$ cat config.mk
export PLATFORM = sky130hd
export DESIGN_NAME = ppm_caps_reg
export DESIGN_NICKNAME = d
export VERILOG_FILES = /design/src/logic/ppm_pkg.sv /design/src/logic/ppm_caps_reg.sv /design/src/logic/ppm_strap_sync.sv
export SDC_FILE = /design/constraint.sdc
export NUM_CORES = 1
export LEC_CHECK = 0
export BUFFER_PORTS_ARGS = -buffer_cell sky130_fd_sc_hd__clkbuf_2
export CAP_MARGIN = 10
export CORE_MARGIN = 3
export CORE_UTILIZATION = 35
export DETAILED_ROUTE_END_ITERATION = 7
export PLACE_DENSITY_LB_ADDON = 0.12
export SYNTH_ARGS = -nofsm -noshare
export SYNTH_HDL_FRONTEND = slang
export SYNTH_SLANG_ARGS = --single-unit
$ cat constraint.sdc
create_clock -name core_clk -period 2 [get_ports core_clk]
set_input_delay 0.1 -clock core_clk [delete_from_list [all_inputs] [get_ports core_clk]]
set_output_delay 0.1 -clock core_clk [all_outputs]
set_load 0.01 [all_outputs]
$ cat src/logic/ppm_pkg.sv
// Constants, field layout and carrier types for the power capabilities word.
// Assumes one instance per host function, read through a configuration read port.
package ppm_pkg;

   // ==================================================================
   // Field positions
   localparam int PPM_WAKE_LSB    = 11;
   localparam int PPM_D2_BIT      = 10;
   localparam int PPM_D1_BIT      = 9;
   localparam int PPM_AUX_LSB     = 6;
   localparam int PPM_DSI_BIT     = 5;
   localparam int PPM_RSVD_BIT    = 4;
   localparam int PPM_PMECLK_BIT  = 3;
   localparam int PPM_VER_LSB     = 0;

   // ==================================================================
   // Values and offsets
   localparam logic [7:0] PPM_CAP_PTR      = 8'h34;
   localparam logic [7:0] PPM_CAPS_OFFSET  = 8'h36;
   localparam logic [2:0] PPM_VERSION_1P1  = 3'h2;
   localparam logic [2:0] PPM_AUX_NONE     = 3'h0;
   localparam logic [2:0] PPM_AUX_RESET    = 3'h2;
   localparam logic [4:0] PPM_WAKE_FIXED   = 5'h0A;
   localparam logic [4:0] PPM_WAKE_VARIANT = 5'h05;
   localparam logic       PPM_D1_FIXED     = 1'b1;

   // ==================================================================
   // Carriers
   typedef enum logic [1:0] {
      PPM_FN_FULL_LOW = 2'h1,
      PPM_FN_HIGH     = 2'h2
   } ppm_fn_kind_t;

   typedef struct packed {
      logic [4:0] wake_state_support;
      logic       d2_support;
      logic       d1_support;
      logic [2:0] aux_current;
      logic       dev_init;
      logic       reserved4;
      logic       wake_needs_bus_clock;
      logic [2:0] pm_spec_version;
   } ppm_caps_t;

endpackage

$ cat src/logic/ppm_caps_reg.sv
// Read-only power capabilities word of one host function.
// Assumes a bus-side read port with byte-granular configuration offset.
`timescale 1ns/10ps
module ppm_caps_reg
   import ppm_pkg::*;
#(
   parameter ppm_fn_kind_t FN_KIND       = PPM_FN_HIGH,
   parameter logic         HAS_DATA_REG  = 1'b0,
   parameter logic [2:0]   AUX_CODE      = PPM_AUX_RESET,
   parameter logic         NEEDS_DEV_INIT = 1'b0,
   parameter logic         WAKE_CLK_DEP  = 1'b0
)(
   input  wire logic       core_clk,
   input  wire logic       rst_n,
   input  wire logic       amber_led4_strap,
   input  wire logic       cfg_rd,
   input  wire logic       cfg_wr,
   input  wire logic [7:0] cfg_addr,
   input  wire logic [15:0] cfg_wdata,
   output logic [15:0]     cfg_rdata,
   output logic            cfg_hit,
   output logic [15:0]     power_capabilities
);

   // ==================================================================
   // Strap capture
   logic strap_sync;
   logic strap_taken_r;
   logic wake_cold_r;
   logic wake_cold_nxt;

   ppm_strap_sync u_sync (
      .core_clk (core_clk),
      .rst_n    (rst_n),
      .pin_in   (amber_led4_strap),
      .pin_sync (strap_sync)
   );

   // The strap is latched once, after the synchroniser has filled.
   logic [1:0] settle_r;
   assign wake_cold_nxt = (settle_r == 2'h2 && !strap_taken_r) ? strap_sync : wake_cold_r;

   always_ff @(posedge core_clk) begin
      if (!rst_n) begin
         settle_r      <= 2'h0;
         strap_taken_r <= 1'b0;
         wake_cold_r   <= 1'b0;
      end else begin
         if (settle_r != 2'h2) begin
            settle_r <= settle_r + 2'h1;
         end
         if (settle_r == 2'h2) begin
            strap_taken_r <= 1'b1;
         end
         wake_cold_r <= wake_cold_nxt;
      end
   end

   // ==================================================================
   // Word assembly
   wire logic       variant     = (FN_KIND == PPM_FN_HIGH);
   wire logic [4:0] wake_vec    = PPM_WAKE_FIXED | (variant ? PPM_WAKE_VARIANT : 5'h00)
                                  | {wake_cold_r, 4'h0};
   wire logic       any_wake    = |wake_vec;
   wire logic [2:0] aux_val     = (HAS_DATA_REG || !wake_cold_r) ? PPM_AUX_NONE
                                                                 : AUX_CODE;
   ppm_caps_t caps;

   assign caps.wake_state_support   = wake_vec;
   assign caps.d2_support           = variant;
   assign caps.d1_support           = PPM_D1_FIXED;
   assign caps.aux_current          = aux_val;
   assign caps.dev_init             = NEEDS_DEV_INIT;
   assign caps.reserved4            = 1'b0;
   assign caps.wake_needs_bus_clock = WAKE_CLK_DEP & any_wake;
   assign caps.pm_spec_version      = PPM_VERSION_1P1;

   wire logic addr_hit = (cfg_addr == PPM_CAPS_OFFSET);
   wire logic read_hit = cfg_rd && addr_hit;

   // Writes are not decoded at all; the word is constant apart from the strap.
   wire logic unused_wr = cfg_wr ^ (^cfg_wdata);

   always_ff @(posedge core_clk) begin
      if (!rst_n) begin
         cfg_rdata          <= 16'h0000;
         cfg_hit            <= 1'b0;
         power_capabilities <= 16'h0000;
      end else begin
         power_capabilities <= caps;
         cfg_hit            <= read_hit;
         cfg_rdata          <= read_hit ? caps : 16'h0000;
      end
   end
endmodule

$ cat src/logic/ppm_strap_sync.sv
// Two-stage synchroniser for the strap pin.
// Assumes the pin is static around power-on.
`timescale 1ns/10ps
module ppm_strap_sync
   import ppm_pkg::*;
(
   input  wire logic core_clk,
   input  wire logic rst_n,
   input  wire logic pin_in,
   output logic      pin_sync
);

   logic meta_r;

   always_ff @(posedge core_clk) begin
      if (!rst_n) begin
         meta_r   <= 1'b0;
         pin_sync <= 1'b0;
      end else begin
         meta_r   <= pin_in;
         pin_sync <= meta_r;
      end
   end

endmodule

==> run metrics, run 1 <==
FF-to-FF setup slack 0.86 ns; Total GRT Usage 0.07619; Ys Warns 0; Adder-Cell Fraction of Synth Area 0.02217; Max VDD drop 0.6330 mV; fmax 0.8761 GHz; CP cell instances inv_1, ha_1, nor2b_1, mux2i_1, nor2b_1; Placeable Area 0.001399 sq mm; vias in the first global route 242; crit share post-route 0.5707; CTS tree done; RR Startpoint settle_r[0]; DRT antenna net count 0; max-slew violations 0; Final Hold Fails 0; Synth Area in Simple Gates 0.1619; syn_area_per_cell 9.405 sq um; CP startpoint settle_r[0]; post-synthesis sequential area ratio 0.3548; cell mode on critical path nor2b_1; first-pass GRT wire length 993 um; CTS resizes 0; TNS Setup 0 ns; # port buffers 30; largest net degree at the start of global routing 10; stages on the worst setup path 5; Worst Path Max Fanout 5; Mapped Area 564.3 sq um; fin crit period 1.141 ns; largest family of logic cells by synthesized area buffers and inverters; critical path's top delay family flip-flops; setup bufs post-CTS 0; Initial Util 0.4034; maximum clock insertion buffer count 2; antenna violations before repair 0; insertion delay to the later sink of the worst-skew pair 0.26 ns; Hold WC Path Type primary input to flop; Power Density 827.6 mW/mm^2; grt ovf 0; mux cell area share after synthesis 0.01774; Worst Reg-to-Reg Cells 5; Net count, final 109; DRT Wirelength 747 um; Routed wire per std cell 8.120 um; Reg clk slew, reported paths 0.06 ns; Max Cap Viol 0; Post-Synth XOR/XNOR Area 0.01552; RSZ-0062 raised after global routing no; Leakage Power 0.0003164 uW; Final HPWL DP 648.4 um; PnR worst setup slack 0.8586 ns; Starting DRT DRC Count 2; count of cell types in the netlist 16; Avg Vias per Cell 3.924; total iterations of the first detailed-routing run 3; reg-to-reg endpoint wake_cold_r; Crit. End Element flop; Util after Layout 0.4195; CTS Buf Count 3; outcome complete, no violations; Root Buffer clkbuf_4; Worst setup SP type flop; Vias 361; H-tree levels 1; share of cells above drive strength 1 0.5065; Setup CP Type flop to flop; number of diodes 0; Max Clock Skew 0.002222 ns; Worst EP required 2.15 ns; Syn-to-layout area delta 3.991%; I/O Pins 62; number of remaining DRC errors 0; RD Place Congestion 0.6363; Die Area 0.002130 sq mm; worst setup path end wake_cold_r; Cell Rows 13; CP peak stage delay 0.32 ns; complex-gate fraction of the synthesized area 0.02217; hold buffer count at CTS 0; chip height 46.15 um; Die Wd 46.15 um; clk sinks 10; setup violators final 0; Buf/Inv on CP 1; slowest CP cell dfxtp_1; Worst EP arrival 1.29 ns; #FFs+latches synth 10; Place WS 0.8572 ns; Gate Count Post-Synth 60
[where the power goes]
part           switching [uW]  internal [uW]
clock                    61.9           69.2
sequential               14.1            227
combinational            53.3           60.1
[cell usage in the layout (no fill, tap or decap)]
cell type  Yosys  final
nand4b_1       2      2
and2_2         5      5
nor2_1         1      1
o21ai_0        1      1
xnor2_1        1      1
or3_1          1      1
conb_1         1     14
nor3_2         1      1
dfxtp_1       10     10
o21a_1         1      1
nor2b_1        2      2
mux2i_1        1      1
ha_1           1      1
inv_1          2      2
clkbuf_4       0      3
nand2_1        1      1
clkbuf_2       0     30
[metal layers]
metal | vias up | track usage | part of all wire
li1 | 179 | - | -
met1 | 152 | 0.06294 | 0.29
met2 | 26 | 0.1071 | 0.50
met4 | 0 | 0.06818 | 0.028
met3 | 4 | 0.07031 | 0.18
met5 | - | 0 | 0
[flip-flops by register name, indices dropped and copies added (netlist names)]
| register | flops |
|---|---|
| u_sync.pin_sync | 1 |
| cfg_rdata | 2 |
| u_sync.meta_r | 1 |
| strap_taken_r | 1 |
| power_capabilities | 2 |
| wake_cold_r | 1 |
| settle_r | 2 |
[cell usage after synthesis (all sizes together)]
| cell | n | area, sq um |
|---|---|---|
| buf | 29 | 217.7 |
| nand4b | 2 | 17.52 |
| nor2b | 2 | 12.51 |
| nor3 | 1 | 10.01 |
| inv | 2 | 7.510 |
| o21a | 1 | 7.510 |
| nor2 | 1 | 3.750 |
| or3 | 1 | 6.260 |
| and2 | 5 | 37.54 |
| ha | 1 | 12.51 |
| dfxtp | 10 | 200.2 |
| conb | 1 | 3.750 |
| o21ai | 1 | 5.000 |
| nand2 | 1 | 3.750 |
| xnor2 | 1 | 8.760 |
| mux2i | 1 | 10.01 |
[cells by family after synthesis]
group | count (synthesis)
other cells | 1
flops | 10
mux | 1
buf+inv | 31
compound gates | 2
xor+xnor | 1
fa+ha+maj | 1
simple gates | 13
[per-stage QoR]
stage	hold slack [ns]	instance area, sq um	power, uW	std cells
finish	0.03936	586.8	485.7	92
global route	0.04589	586.8	528.5	92
CTS	0.03813	586.8	497.5	92
detailed placement	0.3132	564.3	359.4	89
global placement	0.3198	564.3	357.8	89
floorplan	0.1277	613.1	359.4	73
[layout make-up]
class                           count  area (sq um)
Multi-Input combinational cell     32         187.7
Fill cell                         158         812.0
Clock buffer                        3         22.52
Inverter                            2         7.507
Tap cell                           15         18.77
Sequential cell                    10         200.2
Timing Repair Buffer               30         150.1
[worst min path at each step]
| stage | from | end | slack [ns] | cells after the start |
|---|---|---|---|---|
| final | rst_n | power_capabilities[13] | 0.04 | 1 |
| after global routing | rst_n | power_capabilities[13] | 0.05 | 1 |
| after CTS | rst_n | power_capabilities[13] | 0.04 | 1 |
| after detailed placement | rst_n | power_capabilities[13] | 0.31 | 1 |
| after global placement | amber_led4_strap | u_sync.meta_r | 0.32 | 2 |
| after floorplan | rst_n | power_capabilities[13] | 0.13 | 0 |
(Power assumes the default switching activity.)
==> run 2: changes to the inputs <==
CORE_UTILIZATION = 30   (was 35)
clock period = 1 ns   (was 2 ns; I/O delays follow)
==> run metrics, run 2 (same netlist as run 1, synthesis figures left out) <==
outcome complete, but fails checks; failing checks setup timing; Worst EP required 1.16 ns (-0.99 ns); fmax 0.9960 GHz (+14%); number of remaining DRC errors 0 (unchanged); Placeable Area 0.001745 sq mm (+25%); Hold Path Origin rst_n; Worst Reg-to-Reg Cells 5 (unchanged); CTS Buf Count 3 (unchanged); clk sinks 10 (unchanged); Starting DRT DRC Count 0 (-2); PnR worst setup slack -0.004003 ns (-0.8626 ns); Final HPWL DP 633.9 um (-2.2%); Cell Rows 15 (+2); chip height 49.37 um (+7.0%); M2 GR Usage 0.1027 (-0.004464); Max Clock Skew 0.001309 ns (-0.0009134 ns); crit share post-route 1.004 (+0.4333); share of cells above drive strength 1 0.5926 (+0.08610); Worst EP arrival 1.17 ns (-0.12 ns); Placed Area 613.1 sq um (+8.6%); Setup CP Type flop to flop; worst min-delay path endpoint power_capabilities[13]; max-slew violations 0 (unchanged); vias in the first global route 313 (+29%); met3 Use GR 0.05505 (-0.01527); Avg Vias per Cell 3.453 (-12%); slowest CP cell dfxtp_2; setup violators final 1 (+1); I/O Pins 62 (unchanged); CP cell instances inv_2, ha_4, nor2b_4, mux2i_1, nor2b_1; Worst setup SP type flop; Total GRT Usage 0.06938 (-0.006808); fin crit period 1.004 ns (-0.1374 ns); grt ovf 0 (unchanged); TNS Setup -0.004003 ns (-0.004003 ns); RR Startpoint settle_r[0]; Net count, final 112 (+2.8%); Max Cap Viol 0 (unchanged); grt peak-use layer met2; Worst Path Max Fanout 5 (unchanged); CP peak stage delay 0.32 ns (about the same); Crit. End Element flop; RSZ-0062 raised after global routing yes; FF-to-FF setup slack -0.004 ns (-0.86 ns); DRT antenna net count 0 (unchanged); maximum clock insertion buffer count 2 (unchanged); fin area 661.9 sq um (+13%); largest net degree at the start of global routing 9 (-1); hold depth 2 (+1); Power Density 1780 mW/mm^2 (+120%); Final Hold Fails 0 (unchanged); Die Area 0.002437 sq mm (+14%); most frequent cells in the layout clkbuf_2, conb_1, dfxtp_1; Die Wd 49.37 um (+7.0%); # port buffers 30 (unchanged); Initial Util 0.3233 (-0.08010); worst hold slack 0.03601 ns (-0.003352 ns); Max VDD drop 0.6991 mV (+10%); DRT Wirelength 782 um (+4.7%); antenna violations before repair 0 (unchanged); insertion delay to the later sink of the worst-skew pair 0.27 ns (about the same); number of diodes 0 (unchanged); Leakage Power 0.0003395 uW (+7.3%); Syn-to-layout area delta 17.29%; total iterations of the first detailed-routing run 1 (-2); H-tree levels 1 (unchanged); Vias 366 (+1.4%); reg-to-reg endpoint wake_cold_r; Reg clk slew, reported paths 0.07 ns (about the same); Largest regs cfg_rdata (2), power_capabilities (2), settle_r (2); Hold WC Path Type primary input to flop; M1 GR Usage 0.06704 (+0.004102); CTS tree done; most common cell after layout, fill and taps aside clkbuf_2; Routed wire per std cell 7.377 um (-9.1%); setup bufs post-CTS 0 (unchanged); first-pass GRT wire length 1214 um (+22%); RD Place Congestion 0.6042 (-5.0%); Root Buffer clkbuf_4
-- run 2: cell types whose count changed in the layout (fill, tap and decap cells not counted), sizes merged --
| cell | delta |
|---|---|
| clkbuf | +1 |
| buf | +2 |
| dlygate4sd3 | +1 |
-- run 2: metrics by stage --
stage,cells,power [uW],util,setup slack [ns]
global route,106,1279,0.3792,-0.08473
floorplan,73,780.7,-,0.02872
CTS,106,1193,0.3778,-0.02796
global placement,101,811.0,0.3513,-0.01264
finish,106,1178,0.3792,-0.004003
detailed placement,101,818.2,0.3513,-0.01044
-- run 2: where the power goes --
part           total (uW)  internal (uW)  switching [uW]
logic                 301            180             121
registers             506            462            44.1
clock network         371            221             150
-- run 2: worst max-delay path by stage --
| stage | from | to | cells past startpoint |
|---|---|---|---|
| after floorplan | settle_r[0] | wake_cold_r | 5 |
| after global placement | settle_r[0] | wake_cold_r | 5 |
| after detailed placement | settle_r[0] | wake_cold_r | 5 |
| after CTS | settle_r[0] | wake_cold_r | 5 |
| after global routing | settle_r[0] | wake_cold_r | 5 |
| final | settle_r[0] | wake_cold_r | 5 |
-- run 2: timing repair --
| item | 4_1_cts | 5_1_grt |
|---|---|---|
| cloned | 0 | 0 |
| hold endpoints to repair | 1 | 0 |
| endpoints found under the setup margin | 1 | 9 |
| pin swaps | 0 | 1 |
| hold buffers | 1 | 0 |
| gates resized for setup | 0 | 2 |
-- run 2: worst max-delay path: cells and delay by family, from the launching register on --
family	cells	cell delay (ns)
DFF	1	0.32
and+or+nand+nor	2	0.20
muxes	1	0.18
adders and majority gates	1	0.15
buffers and inverters	1	0.06
-- run 2: per-layer routing --
layer | wire length, um | vias to the layer above
li1 | - | 187
met1 | 293 | 150
met2 | 346 | 29
met3 | 142 | 0
met4 | 0 | 0
met5 | 0 | -
-- run 2: final cells by class --
cell class | instances | area, sq um
clock buffers | 4 | 36.28
repair buffers | 33 | 175.2
flip-flops and latches | 10 | 203.9
multi-input cells | 32 | 207.7
inverters | 2 | 7.507
fillers | 197 | 1084
well taps | 25 | 31.28
